## src/rtl/ddrdm_map.vh

```
// constants of the ddr2 data-pin block: command codes, mode bits, reset values
`ifndef DDRDM_MAP_VH
`define DDRDM_MAP_VH

// {ras_n, cas_n, we_n} codes with chip select low
`define DDRDM_CMD_LMR      3'h0
`define DDRDM_CMD_WR       3'h4
`define DDRDM_CMD_RD       3'h5

// bank code that selects the extended mode register
`define DDRDM_BA_EMR       3'h1

// extended mode register bit positions on the address pins
`define DDRDM_EMR_RTT0     2
`define DDRDM_EMR_RTT1     6
`define DDRDM_EMR_DQSC_OFF 10
`define DDRDM_EMR_RDQS_EN  11

// configuration state after reset
`define DDRDM_RST_ODT_OFF  1'b1
`define DDRDM_RST_DIFF_OFF 1'b0
`define DDRDM_RST_RDQS_ON  1'b0

// beats per burst, memory depth, width of the sampled pin bundle
`define DDRDM_BURST        3'h4
`define DDRDM_MEM_AW       6
`define DDRDM_PIN_W        46

// data lanes used by each configuration
`define DDRDM_LANES_X16    16'hffff
`define DDRDM_LANES_X8     16'h00ff
`define DDRDM_LANES_X4     16'h000f

`endif

```

## src/rtl/ddrdm_mem.v

```verilog
// small storage array with per-byte write enables and registered read data
`timescale 1ns/10ps
`include "ddrdm_map.vh"

module ddrdm_mem
(
  input  wire                      clk_sys,
  input  wire                      we,
  input  wire [1:0]                be,
  input  wire [`DDRDM_MEM_AW-1:0]  addr,
  input  wire [15:0]               wdata,
  output reg  [15:0]               rdata
);

  // ==========================================================
  // byte-lane writes and registered read
  // ==========================================================
  genvar b;
  generate
    for (b = 0; b < 2; b = b + 1)
    begin : g_lane
      reg [7:0] lane_mem [0:(1<<`DDRDM_MEM_AW)-1];
      reg [7:0] lane_q;
      // one array per lane: a masked lane keeps its byte, one writer each
      always @(posedge clk_sys)
      begin
        if (we && be[b])
          lane_mem[addr] <= wdata[b*8 +: 8];
        lane_q <= lane_mem[addr];
      end
    end
  endgenerate

  // read data lags the address by one cycle, taken from the lane registers
  always @*
  begin
    rdata = {g_lane[1].lane_q, g_lane[0].lane_q};
  end

endmodule

```

## src/rtl/ddrdm_pins.v

```verilog
// data-side pin logic of a ddr2 memory: masking, strobes, termination, commands
`timescale 1ns/10ps
`include "ddrdm_map.vh"

// What this block does
// write beat sampled with mask high leaves the stored location unchanged
// mask is sampled on both rising and falling strobe edges
// on x16 lower mask gates lower byte, upper mask the upper byte
// odt registered high on a clock edge switches termination on
// termination only on data, strobe, complement and mask pins of width
// termination disabled by load mode makes odt ignored, termination off
// command decoded from ras, cas, we with chip select at clock edge
// data bus width is sixteen, eight or four lanes per configuration
// device drives strobe with read data; controller drives it for writes
// read strobe edges coincide with read data changes
// complement strobe used only when differential mode is enabled
// x16 has one strobe pair per byte lane
// redundant read strobe exists only on x8, enabled by extended mode
// redundant strobe driven only during reads, ignored during writes
// redundant strobe disabled makes the shared pin the data mask
// redundant strobe complement needs both redundant and differential on
// control inputs sampled at rising true and falling complement clock
// chip select high masks every command; low enables the decoder
// during load mode bank pins pick the register, address carries data
// configuration bits change only when load mode is accepted
module ddrdm_pins
#(
  parameter DEV_WIDTH = 16
)
(
  input  wire        clk_sys,
  input  wire        sys_rst,
  input  wire        ck_t,
  input  wire        ck_c,
  input  wire        cs_n,
  input  wire        ras_n,
  input  wire        cas_n,
  input  wire        we_n,
  input  wire        odt,
  input  wire [2:0]  ba,
  input  wire [13:0] addr,
  input  wire [15:0] dq_in,
  output reg  [15:0] dq_out,
  output wire [15:0] dq_oe_n,
  input  wire        ldqs_in,
  output reg         ldqs_out,
  output wire        ldqs_oe_n,
  input  wire        ldqs_c_in,
  output reg         ldqs_c_out,
  output wire        ldqs_c_oe_n,
  input  wire        udqs_in,
  output wire        udqs_out,
  output wire        udqs_oe_n,
  input  wire        udqs_c_in,
  output wire        udqs_c_out,
  output wire        udqs_c_oe_n,
  input  wire        ldm_in,
  input  wire        udm_in,
  output wire        rdqs_out,
  output wire        rdqs_oe_n,
  output wire        rdqs_c_out,
  output wire        rdqs_c_oe_n,
  output reg  [15:0] term_dq,
  output reg         term_ldqs,
  output reg         term_ldqs_c,
  output reg         term_udqs,
  output reg         term_udqs_c,
  output reg         term_ldm,
  output reg         term_udm,
  output reg         term_rdqs_c
);

  // ==========================================================
  // configuration constants and states
  // ==========================================================
  // lanes of the bus in use for this width
  localparam [15:0] LANES = (DEV_WIDTH == 16) ? `DDRDM_LANES_X16 :
                            (DEV_WIDTH == 8)  ? `DDRDM_LANES_X8  :
                                                `DDRDM_LANES_X4;
  localparam        IS_X16 = (DEV_WIDTH == 16);
  localparam        IS_X8  = (DEV_WIDTH == 8);

  localparam [3:0] ST_IDLE = 4'h1;
  localparam [3:0] ST_WR   = 4'h2;
  localparam [3:0] ST_RPRE = 4'h4;
  localparam [3:0] ST_RDAT = 4'h8;

  // ==========================================================
  // pin synchronisers
  // ==========================================================
  wire [`DDRDM_PIN_W-1:0] pin_raw;
  reg  [`DDRDM_PIN_W-1:0] sync1;
  reg  [`DDRDM_PIN_W-1:0] sync2;
  reg  [`DDRDM_PIN_W-1:0] sync3;
  reg  [`DDRDM_PIN_W-1:0] pin_st;

  assign pin_raw = {ck_t, ck_c, cs_n, ras_n, cas_n, we_n, odt, ba, addr,
                    ldqs_in, ldqs_c_in, udqs_in, udqs_c_in,
                    ldm_in, udm_in, dq_in};

  // three-stage chain, first stage feeds only the second
  always @(posedge clk_sys)
  begin
    if (sys_rst)
    begin
      sync1 <= {`DDRDM_PIN_W{1'b0}};
      sync2 <= {`DDRDM_PIN_W{1'b0}};
      sync3 <= {`DDRDM_PIN_W{1'b0}};
    end
    else
    begin
      sync1 <= pin_raw;
      sync2 <= sync1;
      sync3 <= sync2;
    end
  end

  // a bit changes only once stages two and three agree
  genvar i;
  generate
    for (i = 0; i < `DDRDM_PIN_W; i = i + 1)
    begin : g_stable
      always @(posedge clk_sys)
      begin
        if (sys_rst)
          pin_st[i] <= 1'b0;
        else if (sync2[i] == sync3[i])
          pin_st[i] <= sync3[i];
      end
    end
  endgenerate

  wire        ck_s;
  wire        ckc_s;
  wire        cs_s;
  wire        ras_s;
  wire        cas_s;
  wire        we_s;
  wire        odt_s;
  wire [2:0]  ba_s;
  wire [13:0] addr_s;
  wire        ldqs_s;
  wire        ldqsc_s;
  wire        udqs_s;
  wire        udqsc_s;
  wire        ldm_s;
  wire        udm_s;
  wire [15:0] dq_s;

  assign {ck_s, ckc_s, cs_s, ras_s, cas_s, we_s, odt_s, ba_s, addr_s,
          ldqs_s, ldqsc_s, udqs_s, udqsc_s, ldm_s, udm_s, dq_s} = pin_st;

  // ==========================================================
  // clock crossings and command decode
  // ==========================================================
  reg ck_phase;
  wire ck_rise;
  wire ck_fall;
  wire ck_edge;

  // rise only where true is high and complement low
  assign ck_rise = ck_s & ~ckc_s & ~ck_phase;
  assign ck_fall = ~ck_s & ckc_s & ck_phase;
  assign ck_edge = ck_rise | ck_fall;

  // phase keeps a half-crossed clock from counting twice
  always @(posedge clk_sys)
  begin
    if (sys_rst)
      ck_phase <= 1'b0;
    else if (ck_rise)
      ck_phase <= 1'b1;
    else if (ck_fall)
      ck_phase <= 1'b0;
  end

  wire [2:0] cmd;
  wire       cmd_sel;
  wire       cmd_lmr;
  wire       cmd_wr;
  wire       cmd_rd;

  // command code from the three command pins
  assign cmd     = {ras_s, cas_s, we_s};
  // chip select high masks the decoder
  assign cmd_sel = ck_rise & ~cs_s;
  assign cmd_lmr = cmd_sel & (cmd == `DDRDM_CMD_LMR);
  assign cmd_wr  = cmd_sel & (cmd == `DDRDM_CMD_WR);
  assign cmd_rd  = cmd_sel & (cmd == `DDRDM_CMD_RD);

  // ==========================================================
  // extended mode configuration
  // ==========================================================
  reg  odt_off;
  reg  diff_off;
  reg  rdqs_on;
  wire emr_load;
  reg  next_odt_off;

  // bank pins choose the extended register
  assign emr_load = cmd_lmr & (ba_s == `DDRDM_BA_EMR);

  // both resistor-select bits low means termination disabled
  always @*
  begin
    next_odt_off = odt_off;
    if (emr_load)
      next_odt_off = ~addr_s[`DDRDM_EMR_RTT0] & ~addr_s[`DDRDM_EMR_RTT1];
  end

  // state moves only on an accepted load mode
  always @(posedge clk_sys)
  begin
    if (sys_rst)
    begin
      odt_off  <= `DDRDM_RST_ODT_OFF;
      diff_off <= `DDRDM_RST_DIFF_OFF;
      rdqs_on  <= `DDRDM_RST_RDQS_ON;
    end
    else if (emr_load)
    begin
      odt_off  <= next_odt_off;
      diff_off <= addr_s[`DDRDM_EMR_DQSC_OFF];
      // redundant strobe only exists on x8
      rdqs_on  <= IS_X8 & addr_s[`DDRDM_EMR_RDQS_EN];
    end
  end

  // ==========================================================
  // on-die termination
  // ==========================================================
  wire term_on;

  // disabled termination ignores the odt pin
  assign term_on = odt_s & ~next_odt_off;

  // odt taken at the rising clock crossing
  always @(posedge clk_sys)
  begin
    if (sys_rst)
    begin
      term_dq     <= 16'h0000;
      term_ldqs   <= 1'b0;
      term_ldqs_c <= 1'b0;
      term_udqs   <= 1'b0;
      term_udqs_c <= 1'b0;
      term_ldm    <= 1'b0;
      term_udm    <= 1'b0;
      term_rdqs_c <= 1'b0;
    end
    else if (ck_rise)
    begin
      // only pins present in this width
      term_dq     <= {16{term_on}} & LANES;
      term_ldqs   <= term_on;
      term_ldqs_c <= term_on;
      term_udqs   <= term_on & IS_X16;
      term_udqs_c <= term_on & IS_X16;
      term_ldm    <= term_on;
      term_udm    <= term_on & IS_X16;
      term_rdqs_c <= term_on & IS_X8;
    end
  end

  // ==========================================================
  // write strobe edges and masking
  // ==========================================================
  reg  [3:0] state;
  reg  [5:0] col;
  reg  [2:0] lbeat;
  reg  [2:0] ubeat;
  reg  [2:0] rbeat;
  reg        ldqs_prev;
  reg        udqs_prev;
  wire       ldqs_lvl;
  wire       udqs_lvl;
  wire       l_ev;
  wire       u_ev;
  wire       mask_l;
  wire       mask_u;
  wire [1:0] wr_be;
  wire [5:0] wr_addr;
  wire [5:0] rd_addr;
  wire [5:0] mem_addr;
  wire [15:0] mem_rdata;

  // in differential mode the strobe is the pair crossing
  assign ldqs_lvl = diff_off ? ldqs_s : (ldqs_s & ~ldqsc_s);
  assign udqs_lvl = diff_off ? udqs_s : (udqs_s & ~udqsc_s);

  // own read drive also shows on the pins, so prev runs always
  always @(posedge clk_sys)
  begin
    if (sys_rst)
    begin
      ldqs_prev <= 1'b0;
      udqs_prev <= 1'b0;
    end
    else
    begin
      ldqs_prev <= ldqs_lvl;
      udqs_prev <= udqs_lvl;
    end
  end

  // every strobe change, rising or falling, is a beat
  // each byte lane follows its own strobe
  assign l_ev = state[1] & (ldqs_lvl ^ ldqs_prev) & (lbeat < `DDRDM_BURST);
  assign u_ev = state[1] & IS_X16 & (udqs_lvl ^ udqs_prev) &
                (ubeat < `DDRDM_BURST);

  // shared pin is a mask only while the redundant strobe is off
  // an enabled redundant strobe is ignored during writes
  assign mask_l = ldm_s & ~rdqs_on;
  assign mask_u = udm_s;

  // masked beats count but write nothing
  // lower mask gates lane 0, upper mask lane 1
  assign wr_be   = {u_ev & ~mask_u, l_ev & ~mask_l};
  assign wr_addr = col + {4'h0, (l_ev ? lbeat[1:0] : ubeat[1:0])};
  assign rd_addr = col + {4'h0, rbeat[1:0]};
  assign mem_addr = (state[2] | state[3]) ? rd_addr : wr_addr;

  ddrdm_mem u_mem
  (
    .clk_sys (clk_sys),
    .we      (|wr_be),
    .be      (wr_be),
    .addr    (mem_addr),
    .wdata   (dq_s),
    .rdata   (mem_rdata)
  );

  // ==========================================================
  // burst sequencer
  // ==========================================================
  reg dq_drv;
  reg dqs_drv;
  wire wr_done;

  assign wr_done = (lbeat == `DDRDM_BURST) &
                   (~IS_X16 | (ubeat == `DDRDM_BURST));

  // commands other than load mode are taken only when idle
  always @(posedge clk_sys)
  begin
    if (sys_rst)
    begin
      state      <= ST_IDLE;
      col        <= 6'h00;
      lbeat      <= 3'h0;
      ubeat      <= 3'h0;
      rbeat      <= 3'h0;
      dq_out     <= 16'h0000;
      dq_drv     <= 1'b0;
      dqs_drv    <= 1'b0;
      ldqs_out   <= 1'b0;
      ldqs_c_out <= 1'b1;
    end
    else
    begin
      if (l_ev)
        lbeat <= lbeat + 3'h1;
      if (u_ev)
        ubeat <= ubeat + 3'h1;
      case (state)
        ST_IDLE:
        begin
          if (cmd_wr)
          begin
            state <= ST_WR;
            col   <= addr_s[5:0];
            lbeat <= 3'h0;
            ubeat <= 3'h0;
          end
          else if (cmd_rd)
          begin
            state <= ST_RPRE;
            col   <= addr_s[5:0];
            rbeat <= 3'h0;
          end
        end
        ST_WR:
        begin
          // controller owns the strobe; we only listen
          if (wr_done)
            state <= ST_IDLE;
        end
        ST_RPRE:
        begin
          // preamble: strobe driven low for half a clock
          if (ck_fall)
          begin
            dqs_drv    <= 1'b1;
            ldqs_out   <= 1'b0;
            ldqs_c_out <= 1'b1;
            state      <= ST_RDAT;
          end
        end
        ST_RDAT:
        begin
          if (ck_edge)
          begin
            if (rbeat < `DDRDM_BURST)
            begin
              // data and strobe change on the same cycle
              // device drives the strobe with read data
              dq_out     <= mem_rdata;
              dq_drv     <= 1'b1;
              ldqs_out   <= ~ldqs_out;
              ldqs_c_out <= ldqs_out;
              rbeat      <= rbeat + 3'h1;
            end
            else
            begin
              // last beat left the strobe low: that half is the postamble
              dq_drv  <= 1'b0;
              dqs_drv <= 1'b0;
              state   <= ST_IDLE;
            end
          end
        end
        default:
        begin
          state <= ST_IDLE;
        end
      endcase
    end
  end

  // ==========================================================
  // output enables and shared strobe pins
  // ==========================================================
  // only lanes of the configured width are driven
  assign dq_oe_n     = ~({16{dq_drv}} & LANES);
  assign ldqs_oe_n   = ~dqs_drv;
  // complement released unless differential mode is on
  assign ldqs_c_oe_n = ~(dqs_drv & ~diff_off);
  // upper pair mirrors the lower one, x16 only
  assign udqs_out    = ldqs_out;
  assign udqs_c_out  = ldqs_c_out;
  assign udqs_oe_n   = ~(dqs_drv & IS_X16);
  assign udqs_c_oe_n = ~(dqs_drv & IS_X16 & ~diff_off);
  // redundant strobe driven only during read bursts
  assign rdqs_out    = ldqs_out;
  assign rdqs_oe_n   = ~(dqs_drv & rdqs_on);
  // complement needs both modes enabled
  assign rdqs_c_out  = ldqs_c_out;
  assign rdqs_c_oe_n = ~(dqs_drv & rdqs_on & ~diff_off);

endmodule

```

## config.mk

```make
export PLATFORM = sky130hd
export DESIGN_NAME = ddrdm_pins
export DESIGN_NICKNAME = d
export VERILOG_FILES = /design/src/rtl/ddrdm_mem.v /design/src/rtl/ddrdm_pins.v
export VERILOG_INCLUDE_DIRS = /design/src /design/src/rtl
export SDC_FILE = /design/constraint.sdc
export NUM_CORES = 1
export LEC_CHECK = 0
export BUFFER_PORTS_ARGS = -buffer_cell sky130_fd_sc_hd__buf_2
export CORE_ASPECT_RATIO = 1.5
export CORE_MARGIN = 3
export CORE_UTILIZATION = 55
export CTS_CLUSTER_DIAMETER = 120
export CTS_CLUSTER_SIZE = 40
export DETAILED_ROUTE_END_ITERATION = 7
export PLACE_DENSITY_LB_ADDON = 0.3
export SETUP_SLACK_MARGIN = 0.02
export SLEW_MARGIN = 25
export SYNTH_ARGS = -nofsm -noshare
export SYNTH_HDL_FRONTEND = slang
export SYNTH_SLANG_ARGS = --single-unit
```

## constraint.sdc

```tcl
create_clock -name clk_sys -period 7.15 [get_ports clk_sys]
set_clock_uncertainty 0.15 [all_clocks]
set_input_delay 1.7875 -clock clk_sys [delete_from_list [all_inputs] [get_ports clk_sys]]
set_output_delay 1.7875 -clock clk_sys [all_outputs]
set_load 0.005 [all_outputs]
```

==> metrics.md, run 1 <==
| Metric | Value |
|---|---|
| Outcome | `complete, no violations` |
| Most used cell, CP | `buf_12` |
| Crit path max fanout | `68` |
| EDFF count, synth | `1,024` |
| Initial Util | `55.6%` |
| Simple-gate portion of the synthesized area | `8.53%` |
| First-pass GRT wire length | `160,000 um` |
| Post-synthesis compound-gate area fraction | `4.76%` |
| # DRC | `0` |
| Gpl congestion | `0.854` |
| Share of layout cells above drive strength 1 | `13.9%` |
| Post-synthesis cell count | `2,975` |
| Sequential share of the synthesized area | `74.0%` |
| Area growth syn-to-layout | `5.11%` |
| Final #Nets | `3,025` |
| CTS Buf Count | `37` |
| Mean area per synthesized cell | `16.0 sq um` |
| ANT cells | `0` |
| Post-CTS Setup Inserts | `0` |
| Most used DFF post-synth | `edfxtp_1` |
| Vias in the first global route | `25,267` |
| Port Buffer Count | `between 100 and 150` |
| Worst Hold Class | `reg -> reg` |
| Kind of cell adding the most delay to the critical path | `compound AO/OA/AOI/OAI gates` |
| Worst slew pin tran | `1100 ps` |
| Initial antenna violation count | `1` |
| Worst skew pair latency | `630 ps` |
| Worst path bufs/invs | `3` |
| Post-synthesis mux area share | `9.46%` |
| Post-synthesis xor/xnor area fraction | `less than 1%` |
| Layout Cells excl Fill | `4,125` |
| Synth Register Bits | `1,245` |
| Syn. warnings | `0` |
| CTS tree | `yes` |
| Die Wd | `246 um` |
| Synthesized area | `approximately 0.048 sq mm` |
| Gr ovfl total | `0` |
| Total of max-cap violations | `0` |
| Lkg Pwr | `around 16 nW` |
| Worst path slowest cell | `o211ai_1` |
| Cell Pwr Density | `about 220 mW/mm^2` |
| Type of origin of the critical path | `flop` |
| Setup TNS | `0 ps` |
| Clk buf depth | `3` |
| Yosys cell types | `71` |
| Routed WL | `107,000 um` |
| Die Area | `0.0900 sq mm` |
| Cell row count | `131` |
| I/O Pins | `115` |
| Starting DRT DRC Count | `2,821` |
| Setup crit end kind | `flop` |
| Routed len/inst | `26.0 um` |
| Slew Limit Fails | `0` |
| Clock sink count | `1,245` |
| Vias | `25,356` |
| Max stage delay on crit path | `760 ps` |
| Crit path DAT | `6360 ps` |
| CTS H-tree lvls | `2` |
| Largest net degree at the start of global routing | `95` |
| Root Driver | `clkbuf_16` |
| CTS resizes | `0` |
| Crit Path Class | `reg -> reg` |
| Die height | `between 300 and 400 um` |
| Post-Synth Adder-Cell Area | `less than 1%` |
| Placed Cells | `4,060` |
| Vias per inst | `6.15` |
| GRT Total Usage | `23.8%` |
| Final Cycle Share | `83.2%` |
| FMAX | `0.168 GHz` |
| IR drop worst, VDD | `0.000168 V` |
| Pre-Repair DR Iteration Count | `6` |
| HPWL Detailed | `69,000 um` |
| Unrepaired setup endpoints after global routing | `false` |
| Largest family of logic cells by synthesized area | `multiplexers` |
| CTS Hold Buffers Added | `0` |
| Final Hold Viols | `0` |
| Max_slew headroom | `26.8%` |
| Async S/R FF share, synth | `0%` |
| Fin crit period | `5950 ps` |
| CP cell instances | `nand2b_1 > a21boi_0 > o211ai_1 > a21oi_1 > o21ai_0 > ha_4 > inv_1 > fa_4 > xnor2_4 > buf_12 > buf_12 > mux2i_1 > a32oi_1 > a31oi_1 > or4_1 > nor3_1` |
| Core Box Area | `0.0854 sq mm` |
| Final setup violating endpoints | `0` |
| CP required | `between 7000 and 8000 ps` |
| Antenna violation net count after detailed routing | `0` |
| Worst-path clk slew | `140 ps` |
==> synth_stat cells (all sizes together), types with 7 or more instances <==
master / instances / area (sq um)
nand2b: 9 / 56.3
nand2: 395 / 1480
a32oi: 33 / 289
inv: 19 / 71.3
mux2i: 80 / 801
a311oi: 7 / 61.3
buf: 149 / 978
mux4: 159 / 3580
nor2b: 132 / 826
nor4: 9 / 56.3
and3: 9 / 56.3
nand3: 100 / 500
nor3: 15 / 75.1
nor2: 188 / 711
a31oi: 20 / 125
mux2: 10 / 113
a41oi: 8 / 70.1
ha: 7 / 87.6
a21oi: 100 / 500
a211oi: 18 / 135
or3: 7 / 43.8
a22oi: 22 / 165
o21ai: 54 / 270
a221oi: 18 / 175
clkbuf: 64 / 240
edfxtp: 1024 / 30700
dfxtp: 221 / 4420
==> worst paths after layout <==
path | startpoint | end | slack (ps) | cells after the start
worst min-delay path | sync1[32] | sync2[32] | 300 | 1
worst min register to register | sync1[32] | sync2[32] | 300 | 1
worst max register to register | diff_off | u_mem.g_lane[1].lane_q[2] | 1200 | 16
worst max-delay path | diff_off | u_mem.g_lane[1].lane_q[2] | 1200 | 16
==> where the power goes <==
| group | switching (mW) | internal (mW) |
|---|---|---|
| clock | 1.99 | 1.02 |
| sequential | 0.0153 | 7.76 |
| combinational | 0.0418 | 0.0306 |
==> cell type report <==
class	count	area, sq um
fill	6341	35500
sequential	1245	35200
multi-input combinational	1499	11100
tap	1130	1410
timing repair buffer	167	1060
clock buffer	64	1030
inverter	19	71.3
clock inverter	1	30.0
==> cells by family (layout without fill, tap and decap cells) <==
logic type,Yosys count,after routing
buf+inv,232,251
xor+xnor,7,7
compound gates,335,335
other cells,2,3
simple gates,897,897
fa+ha+maj,8,8
flops,1245,1245
mux,249,249
==> state kept, by name, indices dropped and copies added, names as in the netlist, 3 cells and up <==
register and cells:
col 6, sync3 40, state 4, dq_s 16, u_mem.g_lane.lane_mem 1024, addr_s 8, sync2 40, u_mem.g_lane.lane_q 16
rbeat 3, ubeat 3, dq_out 16, ba_s 3, lbeat 3, sync1 40
==> through the flow <==
step	setup slack (ps)	util, %	hold slack, ps	area (sq um)	power, mW
after floorplan	2730	-	264	47500	7.98
after global placement	1220	57.2	269	48800	8.01
after detailed placement	1190	57.2	277	48800	8.01
after CTS	1180	58.4	302	49900	10.9
after global routing	874	58.5	314	49900	11.1
final	1200	58.5	300	49900	10.9
==> routing by layer <==
metal  global-route usage, %  up-vias  share of wire, %
met2                    41.7     1065                53
met5                       0        -                 0
met4                    10.4        0               4.8
met3                    2.69      211               6.5
met1                    29.9    12932                36
li1                        -    11148                 -
==> worst reg2reg max path, stage by stage (launching register included) <==
cell      delay (ps)
dfxtp_1          400
nand2b_1         120
a21boi_0         100
o211ai_1         760
a21oi_1          140
o21ai_0          390
ha_4             220
inv_1             60
fa_4             600
xnor2_4          700
buf_12           320
buf_12           350
mux2i_1          230
a32oi_1          220
a31oi_1          190
or4_1            740
nor3_1           200
==> cell usage in the layout, fill, tap and decap left out, drive strengths merged, types with 4 or more instances in the layout <==
| master | n |
|---|---|
| nor3 | 15 |
| a41oi | 8 |
| nand3 | 100 |
| nand2 | 395 |
| a311oi | 7 |
| buf | 167 |
| clkbuf | 64 |
| ha | 7 |
| dfxtp | 221 |
| a32o | 4 |
| a2111oi | 5 |
| mux2i | 80 |
| nor2 | 188 |
| or3 | 7 |
| a31oi | 20 |
| mux4 | 159 |
| nor3b | 4 |
| nor2b | 132 |
| o22ai | 6 |
| xnor2 | 5 |
| mux2 | 10 |
| edfxtp | 1024 |
| a221oi | 18 |
| a211oi | 18 |
| nand2b | 9 |
| or4 | 6 |
| a21oi | 100 |
| a32oi | 33 |
| or2 | 4 |
| a41o | 4 |
| o21ai | 54 |
| o211ai | 5 |
| a22o | 5 |
| nor4 | 9 |
| and3 | 9 |
| and3b | 4 |
| inv | 19 |
| a22oi | 22 |
| and2 | 5 |
(Power assumes the default switching activity.)
==> run 2, diff against run 1 <==
ABC_AREA = 1   (was default)
clock period = 6.1 ns   (was 7.15 ns; I/O delays follow)
==> run 2 against run 1 <==
Net effect:
- synthesized area increased by 8.7%
- highest routed layer unchanged
- register-to-register slack got worse by 490 ps
- synthesized cell count increased by 77%
- routed wire length increased by 9.7%
- worst hold slack got worse by 45 ps
- flip-flop and latch count unchanged
==> metrics.md, run 2 <==
| Metric | Value |
|---|---|
| Vias | `33,928 (+34%)` |
| Final #Nets | `5,264 (+74%)` |
| Cell Pwr Density | `317 mW/mm^2 (+46%)` |
| Clock sink count | `1,245 (unchanged)` |
| Hold Crit Start | `sync1[32]` |
| M3 GR Usage | `2.30% (-0.39 points)` |
| Most common cell in the netlist | `nand2_1` |
| Type of origin of the critical path | `flop` |
| FF+latch area | `0.0352 sq mm (about the same)` |
| Most frequent cells in the layout | `nand2_1 (2,881), edfxtp_1 (1,024), nor2_1 (252)` |
| Most frequent cells after synthesis | `nand2_1 (2,883), edfxtp_1 (1,024), nor2_1 (252), dfxtp_1 (221), inv_1 (185)` |
| Area growth syn-to-layout | `4.87%` |
| Largest net degree at the start of global routing | `227 (+140%)` |
| Max_slew headroom | `27.7% (+0.83 points)` |
| FMAX | `0.186 GHz (+10%)` |
| Reg2reg end | `u_mem.g_lane[1].lane_mem[40][4]` |
| Final Cycle Share | `88.4% (+5.2 points)` |
| Routed len/inst | `18.1 um (-30%)` |
| Post-synth top area cell | `edfxtp_1` |
| HPWL Detailed | `71,400 um (+3.5%)` |
| Critical path depth in cells | `16 (unchanged)` |
| Die Area | `0.0977 sq mm (+8.5%)` |
| Outcome | `complete, no violations` |
| CP cell instances | `o21ai_0 > nand2_1 > nand4_1 > inv_1 > nand2_1 > nand3_1 > o21ai_0 > inv_1 > ha_4 > inv_1 > fa_4 > inv_8 > nor2_2 > nand2_2 > nor3_1 > buf_4` |
| Initial Util | `55.5% (-0.16 points)` |
| First-pass GRT wire length | `180,000 um (+13%)` |
| Grt peak-use layer | `met2` |
| Hold endpoint | `sync2[32]` |
| Fin crit period | `5390 ps (-559 ps)` |
| Lkg Pwr | `22.4 nW (+41%)` |
| Vias per inst | `5.23 (-15%)` |
| ANT cells | `0 (unchanged)` |
| Slew Limit Fails | `0 (unchanged)` |
| Minimum hold slack | `254 ps (-45.4 ps)` |
| Pre-Repair DR Iteration Count | `6 (unchanged)` |
| Synth Register Bits | `1,245 (unchanged)` |
| Reg2reg setup slack | `710 ps (-490 ps)` |
| Worst skew pair latency | `660 ps (+30 ps)` |
| Most used cell, CP | `inv_1` |
| Synthesized area | `0.0516 sq mm (+8.7%)` |
| Leading post-synthesis cells by cell area | `edfxtp_1 (60%), nand2_1 (21%), dfxtp_1 (8.6%), nor2_1 (1.8%), buf_2 (1.6%)` |
| Post-CTS Setup Inserts | `0 (unchanged)` |
| GRT Total Usage | `23.7% (-0.094 points)` |
| CTS Hold Buffers Added | `0 (unchanged)` |
| Root Driver | `clkbuf_16` |
| # DRC | `0 (unchanged)` |
| Routed WL | `118,000 um (+9.7%)` |
| Kind of cell adding the most delay to the critical path | `simple AND/OR/NAND/NOR gates` |
| Starting DRT DRC Count | `3,106 (+10%)` |
| Worst path slowest cell | `fa_4` |
| Crit path DAT | `5630 ps (-730 ps)` |
| Cell row count | `137 (+4.6%)` |
| Most flop-heavy register | `u_mem.g_lane.lane_mem` |
| Startpoint of the worst register-to-register path | `diff_off` |
| Layout Cells excl Fill | `6,487 (+57%)` |
| CTS Buf Count | `37 (unchanged)` |
| IR drop worst, VDD | `0.000320 V (+90%)` |
| Worst-path clk slew | `140 ps (about the same)` |
| Port Buffer Count | `105 (unchanged)` |
| Post-synthesis cell count | `5,268 (+77%)` |
| Most common cell after layout, fill and taps aside | `nand2_1` |
| Unrepaired setup endpoints after global routing | `false` |
| Async S/R FF share, synth | `0% (unchanged)` |
| Sequential share of the synthesized area | `68.1% (-5.9 points)` |
| Final setup violating endpoints | `0 (unchanged)` |
| CP required | `6340 ps (-1230 ps)` |
| Reg2reg path depth | `16 (unchanged)` |
| Total of max-cap violations | `0 (unchanged)` |
| Setup crit end kind | `flop` |
| Crit Path Class | `reg -> reg` |
| Vias in the first global route | `32,428 (+28%)` |
| Hold Path Stages | `2 (+1)` |
| CTS tree | `yes` |
| Setup TNS | `0 ps (unchanged)` |
| Gr ovfl total | `0 (unchanged)` |
| Tot Pwr | `17.2 mW (+58%)` |
| Most used DFF post-synth | `edfxtp_1` |
| Final Hold Viols | `0 (unchanged)` |
| Met2 Usage GRT | `42.4% (+0.62 points)` |
| Share of layout cells above drive strength 1 | `6.61% (-7.2 points)` |
| Crit path max fanout | `84 (+24%)` |
| Worst Hold Class | `reg -> reg` |
| Worst slew pin tran | `1080 ps (-15.3 ps)` |
| EDFF count, synth | `1,024 (unchanged)` |
| Die height | `381 um (+4.2%)` |
| I/O Pins | `115 (unchanged)` |
| Number of fill cells | `7,650 (+21%)` |
| CTS H-tree lvls | `2 (unchanged)` |
| Antenna violation net count after detailed routing | `0 (unchanged)` |
| Met1 Use GR | `29.7% (-0.19 points)` |
| Mean area per synthesized cell | `9.80 sq um (-39%)` |
| CTS resizes | `0 (unchanged)` |
| Core Box Area | `0.0931 sq mm (+9.0%)` |
| Placed Cells | `6,419 (+58%)` |
| Max reg flops | `1,024 (unchanged)` |
| Yosys cell types | `38 (-46%)` |
| Syn. warnings | `0 (unchanged)` |
| Initial antenna violation count | `2 (+1)` |
| Gpl congestion | `0.877 (+2.8%)` |
| Multi-input logic area | `0.0141 sq mm (+27%)` |
| Die Wd | `256 um (+4.2%)` |
| Clk buf depth | `3 (unchanged)` |
| Worst path bufs/invs | `5 (+2)` |
| Top-area cell type share of the netlist area | `59.6% (-5.2 points)` |
| Max stage delay on crit path | `1260 ps (+500 ps)` |
## run 2: changes by cell type in the layout (fill, tap and decap cells not counted), sizes merged, moves of 68 or more
cell   previous run  this run
nor2            188       262
nor2b           132         0
nor3             15        83
mux2i            80         0
mux4            159         0
nand2           395      2891
inv              19       203
## run 2: worst register-to-register path, stage by stage, from the launching register on
cell,delay (ps)
dfxtp_1,430
o21ai_0,150
nand2_1,100
nand4_1,230
inv_1,180
nand2_1,90
nand3_1,60
o21ai_0,90
inv_1,100
ha_4,140
inv_1,50
fa_4,1260
inv_8,390
nor2_2,260
nand2_2,490
nor3_1,700
buf_4,260
## run 2: stage by stage
stage                     worst slack (ps)  util [%]  area (sq um)
after floorplan                       2160         -         51600
after global placement                 820      56.9         53000
after detailed placement               765      57.0         53000
after CTS                              712      58.1         54100
after global routing                   395      58.2         54100
final                                  710      58.2         54100
## run 2: logic make-up (layout without fill, tap and decap cells)
logic type | Yosys count | count (layout) | synth area share [%]
xor+xnor | 3 | 3 | 0.0654
other cells | 2 | 3 | 0.0145
flops | 1245 | 1245 | 68.1
simple gates | 3366 | 3366 | 25.6
buf+inv | 510 | 477 | 4.60
compound gates | 134 | 134 | 1.40
fa+ha+maj | 8 | 8 | 0.208
## run 2: how the worst max path moves through the flow
stage,startpoint,to
after floorplan,ldqsc_s,u_mem.g_lane[0].lane_mem[32][0]
after global placement,diff_off,u_mem.g_lane[1].lane_mem[40][5]
after detailed placement,diff_off,u_mem.g_lane[1].lane_mem[40][4]
after CTS,diff_off,u_mem.g_lane[1].lane_mem[9][6]
after global routing,diff_off,u_mem.g_lane[1].lane_mem[40][2]
final,diff_off,u_mem.g_lane[1].lane_mem[40][4]
## run 2: final cells by class
type	count	share of cell area [%]
clock buffer	62	1.88
multi-input combinational	3514	26.1
timing repair buffer	208	2.52
tap	1251	2.89
sequential	1245	65.0
clock inverter	5	0.148
inverter	202	1.43
## run 2: report_power, final
| group | switching, mW | internal [mW] | leakage, nW |
|---|---|---|---|
| logic | 3.23 | 1.19 | 10.4 |
| clock network | 2.36 | 1.20 | 0.520 |
| registers | 0.0381 | 9.15 | 11.5 |
| total | 5.63 | 11.5 | 22.4 |
## run 2: routing by layer
metal / part of all wire, % / up-vias / wire length [um]
met4: 3.9 / 0 / 4640
met3: 5.8 / 242 / 6810
met1: 39 / 15934 / 45400
li1: - / 16654 / -
met2: 52 / 1098 / 60800
met5: 0 / - / 0
